--- src/shared/acfc_regs.vh ---
`ifndef ACFC_REGS_VH
`define ACFC_REGS_VH

// Register byte addresses
`define ACFC_ADDR_FLOW      12'h000
`define ACFC_ADDR_CONFIG    12'h004
`define ACFC_ADDR_STATUS    12'h008
`define ACFC_ADDR_SOFTRST   12'h00c
`define ACFC_ADDR_W         12

// Flow control register bits
`define ACFC_B_START        0
`define ACFC_B_RESTART      1
`define ACFC_B_SWAP         2
`define ACFC_B_CANCEL       3

// Config register bits
`define ACFC_B_RSTMODE      0
`define ACFC_B_DBLBUF       1
`define ACFC_B_EOLABORT     2

// Status register bits
`define ACFC_B_OVR_ERR      0
`define ACFC_B_EARLY_ERR    1
`define ACFC_B_HALTED       2
`define ACFC_B_LIST_SEL     3
`define ACFC_B_LIST_DONE    4
`define ACFC_B_BUSY         5

// Soft reset key bit
`define ACFC_B_SOFTRST      0

`define ACFC_CFG_RESET      3'h0

`endif

--- src/rtl/acfc_flow_ctrl.v ---
// What this block does
// - Trigger line rising edge or bus write sets start flag, starting sequence.
// - Start flag clears when first conversion begins sampling.
// - Start flag is set only while converter and sequence are idle, or by a start overrun.
// - Restart mode: trigger during restart load sets start overrun error.
// - Trigger mode: restart sets start flag automatically once idle and list done.
// - Trigger mode: restart together with trigger sets overrun error and halts.
// - Plain restart clears index, loads one command, keeps list selection.
// - Restart line rising edge or bus write sets restart flag.
// - Restart flag clears once first command from list top is loaded.
// - Restart sets cancel flag too when running or idle with list not done.
// - Restart before end of list or cancel sets early restart error.
// - Swap permit sampled on restart line edge; software writes both bits.
// - Swap with double buffering clears index and selects other list.
// - Swap and restart flags clear together after first command load.
// - Swap permit must be high no later than restart edge.
// - Cancel stops conversion at next boundary and abandons list.
// - Cancel line rising edge or bus write requests cancel anytime.
// - Cancel flag clears when converter idle or at next sequence boundary, then marks list done.
// - Cancel flag sets only when running or idle with list not done.
// - Restart mode: trigger after cancel before restart completes is overrun.
// - Automatic cancel from restart also sets early restart error.
// - Trigger while start flag set is overrun; stop and flag error.
// - Severe errors halt converter until soft reset clears them.
//
// The APB interface to the registers and the register offsets were left to the implementer.
`timescale 1ns/1ps
`include "acfc_regs.vh"
module acfc_flow_ctrl (
  input  wire        pclk,
  input  wire        presetn,
  input  wire        ce,
  // APB slave
  input  wire        psel,
  input  wire        penable,
  input  wire        pwrite,
  input  wire [11:0] paddr,
  input  wire [31:0] pwdata,
  output reg  [31:0] prdata,
  output wire        pready,
  output wire        pslverr,
  // Internal interface lines from on-chip sources
  input  wire        trigger_in,
  input  wire        restart_in,
  input  wire        cancel_in,
  input  wire        swap_permit_in,
  // Sequencer status
  input  wire        seq_busy,
  input  wire        sample_begin,
  input  wire        cmd_loaded,
  input  wire        eol_executed,
  input  wire        eol_pending,
  input  wire        seq_boundary,
  // Sequencer controls
  output reg         conv_start_flag,
  output reg         list_restart_flag,
  output reg         list_swap_flag,
  output reg         sequence_cancel_flag,
  output reg         start_overrun_error,
  output reg         early_restart_error,
  output reg         cmd_index_clear,
  output reg         cmd_load_req,
  output reg         list_sel,
  output reg         conv_halt,
  output reg         cancel_now
);
  localparam ST_IDLE   = 2'h0;
  localparam ST_RUN    = 2'h1;
  localparam ST_DONE   = 2'h2;
  localparam ST_HALT   = 2'h3;

  reg  [1:0]  state;
  reg  [1:0]  next_state;
  reg         restart_mode;
  reg         cmd_list_double_buffer;
  reg         eol_abort_option;
  reg         list_done;
  reg         cancel_executed;
  reg         auto_conv_start_flag_pend;
  wire [3:0]  sync_lines;
  wire [2:0]  rise;
  wire        wr_en;
  wire        rd_en;
  wire        hit_flow;
  wire        hit_cfg;
  wire        hit_stat;
  wire        hit_srst;
  wire        soft_reset;
  wire        bus_conv_start_flag;
  wire        bus_list_restart_flag;
  wire        bus_swap;
  wire        bus_cancel;
  wire        conv_start_flag_req;
  wire        list_restart_flag_req;
  wire        cancel_req;
  wire        swap_req;
  wire        idle;
  wire        rvl_done;
  wire        auto_cancel;
  wire        cancel_set;
  wire        legal_restart;
  wire        conv_start_flag_overrun;
  wire        auto_conv_start_flag;
  wire        pend_fire;
  wire        ovr_double;
  wire        ovr_pair;
  wire        ovr_load;
  wire        ovr_abort;

  function addr_hit;
    input [11:0] a;
    input [11:0] match;
    begin
      addr_hit = (a == match);
    end
  endfunction

  // Lines sampled
  // Swap permit rides the same two stages as restart so that
  // both are seen in the same cycle
  // two-stage sync
  acfc_sync2 #(.WIDTH(4)) u_sync (
    .pclk    (pclk),
    .presetn (presetn),
    .ce      (ce),
    .din     ({swap_permit_in, cancel_in, restart_in, trigger_in}),
    .dout    (sync_lines)
  );

  acfc_edge #(.WIDTH(3)) u_edge (
    .pclk    (pclk),
    .presetn (presetn),
    .ce      (ce),
    .level   (sync_lines[2:0]),
    .rise    (rise)
  );

  // Zero-wait slave: the access phase always ends at its first edge
  assign pready   = 1'b1;
  assign pslverr  = 1'b0;
  assign wr_en    = psel & penable & pwrite & ce;
  assign rd_en    = psel & ~pwrite;
  assign hit_flow = addr_hit(paddr, `ACFC_ADDR_FLOW);
  assign hit_cfg  = addr_hit(paddr, `ACFC_ADDR_CONFIG);
  assign hit_stat = addr_hit(paddr, `ACFC_ADDR_STATUS);
  assign hit_srst = addr_hit(paddr, `ACFC_ADDR_SOFTRST);

  assign soft_reset = wr_en & hit_srst & pwdata[`ACFC_B_SOFTRST];
  assign bus_conv_start_flag   = wr_en & hit_flow & pwdata[`ACFC_B_START];
  assign bus_list_restart_flag   = wr_en & hit_flow & pwdata[`ACFC_B_RESTART];
  assign bus_swap   = bus_list_restart_flag & pwdata[`ACFC_B_SWAP];
  assign bus_cancel = wr_en & hit_flow & pwdata[`ACFC_B_CANCEL];

  assign conv_start_flag_req   = rise[0] | bus_conv_start_flag;
  assign list_restart_flag_req   = rise[1] | bus_list_restart_flag;
  assign cancel_req = rise[2] | bus_cancel;
  assign swap_req   = (rise[1] & sync_lines[3]) | bus_swap;

  // Idle needs a quiet sequencer and no run left open
  assign idle     = ~seq_busy & (state != ST_RUN);
  // A cancel set or requested now already counts as done
  assign rvl_done = list_done | sequence_cancel_flag | cancel_req;

  assign auto_cancel = list_restart_flag_req & ~list_restart_flag &
                       ((~idle & ~sequence_cancel_flag & ~cancel_req) | (idle & ~rvl_done));
  assign cancel_set  = ((cancel_req & (~idle | ~list_done)) | auto_cancel) & ~sequence_cancel_flag;

  assign legal_restart = list_done | (eol_abort_option & eol_pending) |
                         sequence_cancel_flag | cancel_req | cancel_executed;

  // deferred start once idle and done
  assign pend_fire = ~restart_mode & auto_conv_start_flag_pend & idle & rvl_done;
  assign auto_conv_start_flag = (~restart_mode & list_restart_flag_req & idle & rvl_done) | pend_fire;

  assign ovr_double   = conv_start_flag_req & conv_start_flag;
  assign ovr_pair     = conv_start_flag_req & ~restart_mode & (list_restart_flag_req | pend_fire);
  assign ovr_load     = conv_start_flag_req & restart_mode & list_restart_flag;
  assign ovr_abort    = conv_start_flag_req & restart_mode & cancel_executed & ~list_restart_flag & ~list_restart_flag_req;
  assign conv_start_flag_overrun = ovr_double | ovr_pair | ovr_load | ovr_abort;

  always @* begin
    next_state = state;
    case (state)
      ST_IDLE: begin
        if (sample_begin)
          next_state = ST_RUN;
      end
      ST_RUN: begin
        if (eol_executed | (sequence_cancel_flag & seq_boundary))
          next_state = ST_DONE;
      end
      ST_DONE: begin
        if (sample_begin)
          next_state = ST_RUN;
      end
      ST_HALT: begin
        next_state = ST_HALT;
      end
      default: begin
        next_state = ST_IDLE;
      end
    endcase
    if (conv_start_flag_overrun)
      next_state = ST_HALT;
  end

  always @(posedge pclk or negedge presetn) begin
    if (!presetn) begin
      state                  <= ST_IDLE;
      restart_mode           <= 1'b0;
      cmd_list_double_buffer <= 1'b0;
      eol_abort_option       <= 1'b0;
      list_done              <= 1'b0;
      cancel_executed        <= 1'b0;
      auto_conv_start_flag_pend         <= 1'b0;
      conv_start_flag        <= 1'b0;
      list_restart_flag      <= 1'b0;
      list_swap_flag         <= 1'b0;
      sequence_cancel_flag   <= 1'b0;
      start_overrun_error    <= 1'b0;
      early_restart_error    <= 1'b0;
      cmd_index_clear        <= 1'b0;
      cmd_load_req           <= 1'b0;
      list_sel               <= 1'b0;
      conv_halt              <= 1'b0;
      cancel_now             <= 1'b0;
    end else if (ce) begin
      cmd_index_clear <= 1'b0;
      cmd_load_req    <= 1'b0;
      cancel_now      <= 1'b0;
      // Config survives a soft reset
      if (wr_en & hit_cfg) begin
        restart_mode           <= pwdata[`ACFC_B_RSTMODE];
        cmd_list_double_buffer <= pwdata[`ACFC_B_DBLBUF];
        eol_abort_option       <= pwdata[`ACFC_B_EOLABORT];
      end
      if (soft_reset) begin
        state                <= ST_IDLE;
        start_overrun_error  <= 1'b0;
        conv_halt            <= 1'b0;
        conv_start_flag      <= 1'b0;
        list_restart_flag    <= 1'b0;
        list_swap_flag       <= 1'b0;
        sequence_cancel_flag <= 1'b0;
        early_restart_error  <= 1'b0;
        list_done            <= 1'b0;
        cancel_executed      <= 1'b0;
        auto_conv_start_flag_pend       <= 1'b0;
      end else begin
        state <= next_state;
        if (eol_executed)
          list_done <= 1'b1;
        else if (sample_begin)
          list_done <= 1'b0;

        if (conv_start_flag_overrun) begin
          start_overrun_error <= 1'b1;
          conv_halt           <= 1'b1;
          conv_start_flag     <= 1'b1;
        end else if (state != ST_HALT) begin
          if ((conv_start_flag_req & idle & ~conv_start_flag) | auto_conv_start_flag)
            conv_start_flag <= 1'b1;
          else if (sample_begin)
            conv_start_flag <= 1'b0;
        end

        if (cancel_set) begin
          sequence_cancel_flag <= 1'b1;
          cancel_now           <= 1'b1;
        end else if (sequence_cancel_flag & (idle | seq_boundary)) begin
          sequence_cancel_flag <= 1'b0;
          cancel_executed      <= 1'b1;
          list_done            <= 1'b1;
        end

        if (auto_cancel | (list_restart_flag_req & ~legal_restart))
          early_restart_error <= 1'b1;

        if (~restart_mode & list_restart_flag_req & ~list_restart_flag & ~(idle & rvl_done))
          auto_conv_start_flag_pend <= 1'b1;
        else if (pend_fire | restart_mode | conv_start_flag_overrun)
          auto_conv_start_flag_pend <= 1'b0;

        if (list_restart_flag_req & ~list_restart_flag) begin
          list_restart_flag <= 1'b1;
          cmd_index_clear   <= 1'b1;
          cmd_load_req      <= 1'b1;
          cancel_executed   <= 1'b0;
          if (swap_req) begin
            list_swap_flag <= 1'b1;
            if (cmd_list_double_buffer)
              list_sel <= ~list_sel;
          end
        end else if (list_restart_flag & cmd_loaded) begin
          list_restart_flag <= 1'b0;
          list_swap_flag    <= 1'b0;
          cancel_executed   <= 1'b0;
        end
      end
    end
  end

  always @(posedge pclk or negedge presetn) begin
    if (!presetn) begin
      prdata <= 32'h00000000;
    end else if (ce) begin
      // Loaded in setup so the word stands through the access cycle
      prdata <= 32'h00000000;
      if (rd_en & hit_flow)
        prdata <= {28'h0000000, sequence_cancel_flag, list_swap_flag, list_restart_flag, conv_start_flag};
      else if (rd_en & hit_cfg)
        prdata <= {29'h0, eol_abort_option, cmd_list_double_buffer, restart_mode};
      else if (rd_en & hit_stat)
        prdata <= {26'h0, ~idle, list_done, list_sel, conv_halt, early_restart_error,
                   start_overrun_error};
    end
  end
endmodule // acfc_flow_ctrl

--- src/rtl/acfc_sync2.v ---
`timescale 1ns/1ps
// Two-stage synchroniser for a bundle of pin levels
module acfc_sync2 #(
  parameter WIDTH = 4
) (
  input  wire             pclk,
  input  wire             presetn,
  input  wire             ce,
  input  wire [WIDTH-1:0] din,
  output reg  [WIDTH-1:0] dout
);
  reg [WIDTH-1:0] stage1;

  always @(posedge pclk or negedge presetn) begin
    if (!presetn) begin
      stage1 <= {WIDTH{1'b0}};
      dout   <= {WIDTH{1'b0}};
    end else if (ce) begin
      stage1 <= din;
      dout   <= stage1;
    end
  end
endmodule // acfc_sync2

--- src/rtl/acfc_edge.v ---
`timescale 1ns/1ps
// Rising edge detection on synchronised lines
module acfc_edge #(
  parameter WIDTH = 3
) (
  input  wire             pclk,
  input  wire             presetn,
  input  wire             ce,
  input  wire [WIDTH-1:0] level,
  output wire [WIDTH-1:0] rise
);
  reg [WIDTH-1:0] level_q;

  always @(posedge pclk or negedge presetn) begin
    if (!presetn) begin
      level_q <= {WIDTH{1'b0}};
    end else if (ce) begin
      level_q <= level;
    end
  end

  assign rise = level & ~level_q & {WIDTH{ce}};
endmodule // acfc_edge

--- config.mk ---
export PLATFORM = sky130hd
export DESIGN_NAME = acfc_flow_ctrl
export DESIGN_NICKNAME = d
export VERILOG_FILES = /design/src/rtl/acfc_flow_ctrl.v /design/src/rtl/acfc_sync2.v /design/src/rtl/acfc_edge.v
export VERILOG_INCLUDE_DIRS = /design/src /design/src/shared
export SDC_FILE = /design/constraint.sdc
export NUM_CORES = 1
export LEC_CHECK = 0
export ABC_CLOCK_PERIOD_IN_PS = 5200
export BUFFER_PORTS_ARGS = -buffer_cell sky130_fd_sc_hd__buf_2
export CAP_MARGIN = 25
export CORE_ASPECT_RATIO = 0.9
export CORE_UTILIZATION = 45
export DETAILED_ROUTE_END_ITERATION = 10
export PLACE_DENSITY = 0.87
export SETUP_SLACK_MARGIN = 0.15
export SLEW_MARGIN = 5
export SYNTH_ARGS = -nofsm -noshare
export SYNTH_HDL_FRONTEND = slang
export SYNTH_SLANG_ARGS = --single-unit
--- constraint.sdc ---
create_clock -name pclk -period 5.2 [get_ports pclk]
set_input_delay 0.78 -clock pclk [delete_from_list [all_inputs] [get_ports pclk]]
set_output_delay 0.78 -clock pclk [all_outputs]
set_load 0.02 [all_outputs]
==> reports/metrics.csv <==
stage,metric,value,unit
worst_hold_path,HP Class,reg2reg,
floorplanning,height of the chip,64.7,um
floorplanning,I/O Pins,105,
power,Leak Pwr,0.00110,uW
critical_path,Critical R2R Launch,state[0],
clock_network,H-tree Lvls,2,
timing,max-slew violations,0,
clock_network,CTS-repair resized insts,0,
grt,largest net degree at the start of global routing,35,
clock_network,clock-pin slew on the worst setup and hold paths,70,ps
drt,DR DRC count,0,
power,Peak VDD IR,0.000166,V
synth,Yosys top cell area share,43.3,%
timing,Setup TNS Final,0,ps
power,total chip power,745,uW
synth,biggest area consumer among synthesized cells,dfrtp_1,
cells_and_area,area growth from synthesis to layout,13.3,%
floorplanning,Initial Util,47.5,%
synth,simple-gate share of the synthesized area,14.3,%
cells_and_area,layout cells sized above 1,31.4,%
critical_path,Critical Path Source,ce,
timing,fmax,0.347,GHz
floorplanning,Core ar.,4130,um2
clock_network,post-CTS setup buffers,0,
clock_network,CTS tree,done,
placement,Port Buffers,48,
drt,final wirelength,4250,um
power,P per Cell Area,335,nW/um2
clock_network,CTS Sinks,34,
critical_path,Worst Path Required,5370,ps
synth,Post-Syn Area,1960,um2
timing,Final Setup Violations,0,
critical_path,R2R cell count,6,
clock_network,CTS Hold Bufs,0,
placement,DP Wirelength,3220,um
synth,Mapped Cells,198,
critical_path,internal reg-to-reg setup slack,3010,ps
timing,Slew headroom,50.4,%
critical_path,crit start category,input pin,
placement,routability cong.,0.847,
synth,main combinational cell family by area after synthesis,compound AO/OA/AOI/OAI gates,
grt,vias in the first global route,1465,
drt,WL/cell,14.5,um
clock_network,clk root buf,clkbuf_8,
drt,vias,1559,
drt,Vias per Instance,5.32,
timing,Final Cycle Share,55.5,%
timing,RSZ-0062 raised after global routing,no,
floorplanning,row cnt,22,
critical_path,critical path class,in2reg,
worst_hold_path,Hold EP,prdata[5],
critical_path,Critical Path Fanout Max,29,
clock_network,CTS Buf Count,5,
timing,Worst Clk Skew,3.58,ps
floorplanning,Chip Width,71.6,um
worst_hold_path,Worst Hold Path Cells,1,
timing,Slew @ Worst Pin,744,ps
synth,sequential fraction of the synthesis area,43.3,%
clock_network,Max clock buf depth,2,
timing,endpoints failing hold,0,
synth,Synth cell types,49,
grt,initial antenna violation count,0,
drt,ANT nets after route,0,
critical_path,critical path arrival,3060,ps
synth,post-synthesis register bit count,34,
clock_network,Worst-Skew Late Latency,290,ps
synth,Synth Warn #,0,
run_status,run status,"complete, no violations",
synth,largest cells by area after synthesis,"dfrtp_1 43%, buf_4 12%, mux2_2 6.9%",
worst_hold_path,Hold Path Origin,prdata[5],
synth,synthesized-area fraction occupied by adder cells,0,%
grt,first-pass GRT wire length,7040,um
synth,asr flop ratio synth,100,%
critical_path,crit path capture type,flop,
synth,Compound-Gate Fraction of Synth Area,17.9,%
synth,number of synthesized flops with an enable pin,0,
synth,Main synth FF type,dfrtp_1,
cells_and_area,ANT cells,0,
grt,Congestion Overflow GR,0,
grt,gr usage total,20.1,%
critical_path,Critical R2R Capture,auto_conv_start_flag_pend,
synth,multiplexer area fraction after synthesis,8.92,%
floorplanning,Die ar.,4630,um2
drt,first-iteration detailed-routing DRC count,98,
cells_and_area,Final #Nets,304,
job,max_cap viols,0,
drt,Pre-antenna DRT Iters,4,
timing,Tmin final,2890,ps
synth,post-synthesis xor/xnor area fraction,0.446,%
synth,Post-Syn Area per Cell,9.91,um2
==> flip-flops by register name, indices dropped and copies added, names as in the netlist <==
| name | count |
|---|---|
| auto_conv_start_flag_pend | 1 |
| cancel_executed | 1 |
| cancel_now | 1 |
| cmd_list_double_buffer | 1 |
| cmd_load_req | 1 |
| conv_halt | 1 |
| conv_start_flag | 1 |
| early_restart_error | 1 |
| eol_abort_option | 1 |
| list_done | 1 |
| list_restart_flag | 1 |
| list_sel | 1 |
| list_swap_flag | 1 |
| prdata | 6 |
| restart_mode | 1 |
| sequence_cancel_flag | 1 |
| state | 2 |
| u_edge.level_q | 3 |
| u_sync.dout | 4 |
| u_sync.stage1 | 4 |
==> worst max path at each step <==
stage                           endpoint  slack, ps  cells past startpoint
2_1_floorplan  auto_conv_start_flag_pend       2750                      6
3_3_place_gp   auto_conv_start_flag_pend       1990                      6
3_5_place_dp   auto_conv_start_flag_pend       2050                      7
4_1_cts        auto_conv_start_flag_pend       2340                      7
5_1_grt        auto_conv_start_flag_pend       2230                      7
6_report       auto_conv_start_flag_pend       2310                      7
==> through the flow <==
stage / std cells / hold slack [ps] / instance area [um2] / setup slack [ps] / utilization (%)
after floorplan: 224 / 467 / 2060 / 2750 / -
after global placement: 284 / 475 / 2110 / 1990 / 51.0
after detailed placement: 285 / 476 / 2110 / 2050 / 51.2
after CTS: 293 / 493 / 2220 / 2340 / 53.9
after global routing: 293 / 518 / 2220 / 2230 / 53.9
final: 293 / 495 / 2220 / 2310 / 53.9
==> power by group <==
part / total, uW / internal (uW) / switching [uW]
sequential: 340 / 299 / 40.2
clock: 230 / 134 / 95.9
combinational: 176 / 65.8 / 110
total: 745 / 499 / 246
==> critical path: stages <==
cell and delay (ps):
buf_2 450, nand3_2 240, nor4b_4 450, a41o_1 280, a2111oi_1 100, or3_4 430, a311o_1 320
==> layer usage <==
metal	routed length, um	part of all wire [%]	vias up	track usage [%]
met3	257	6.1	8	4.82
li1	-	-	749	-
met2	2070	49	64	31.5
met4	59	1.4	0	10.0
met5	0	0	-	0
met1	1850	44	738	26.1
==> area by class of cell <==
type | count | area [um2]
Tap cell | 48 | 60.1
Inverter | 9 | 33.8
Fill cell | 392 | 1900
Clock buffer | 8 | 110
Multi-Input combinational cell | 145 | 922
Timing Repair Buffer | 49 | 248
Sequential cell | 34 | 851
==> cells by family after synthesis <==
| logic type | count (synthesis) |
|---|---|
| other | 2 |
| DFF | 34 |
| and+or+nand+nor | 49 |
| muxes | 16 |
| buffers and inverters | 45 |
| AOI/OAI and AO/OA | 51 |
| xor gates and xnor gates | 1 |
==> synthesized netlist by cell type, drive strengths merged, types with 2 or more instances <==
master / instances
nand2: 10
buf: 33
nor3b: 2
nor2b: 3
a21o: 2
conb: 2
and3: 2
clkbuf: 3
nand3: 6
dfrtp: 34
inv: 8
or3: 3
mux2: 12
a21oi: 13
o21ai: 12
nor3: 4
a31o: 3
a22o: 5
and2: 2
mux2i: 4
nor2: 9
nor4: 3
==> cells in the final DEF (no fill, tap or decap), types with 2 or more instances in the layout <==
cell | netlist | final
nand2_1 | 10 | 10
conb_1 | 2 | 28
inv_1 | 8 | 8
mux2i_1 | 4 | 4
nor4_1 | 3 | 3
dfrtp_1 | 34 | 34
a22o_1 | 5 | 5
nor3_1 | 4 | 4
a31o_2 | 3 | 3
buf_2 | 2 | 48
and2_1 | 2 | 2
nor3b_1 | 2 | 2
nor2_1 | 9 | 9
or3_1 | 2 | 2
a21oi_1 | 13 | 13
clkbuf_8 | 0 | 8
nor2b_1 | 3 | 3
o21ai_0 | 12 | 12
nand3_1 | 5 | 5
a21o_1 | 2 | 2
mux2_2 | 12 | 12
Power figures use the tool's default switching activity.
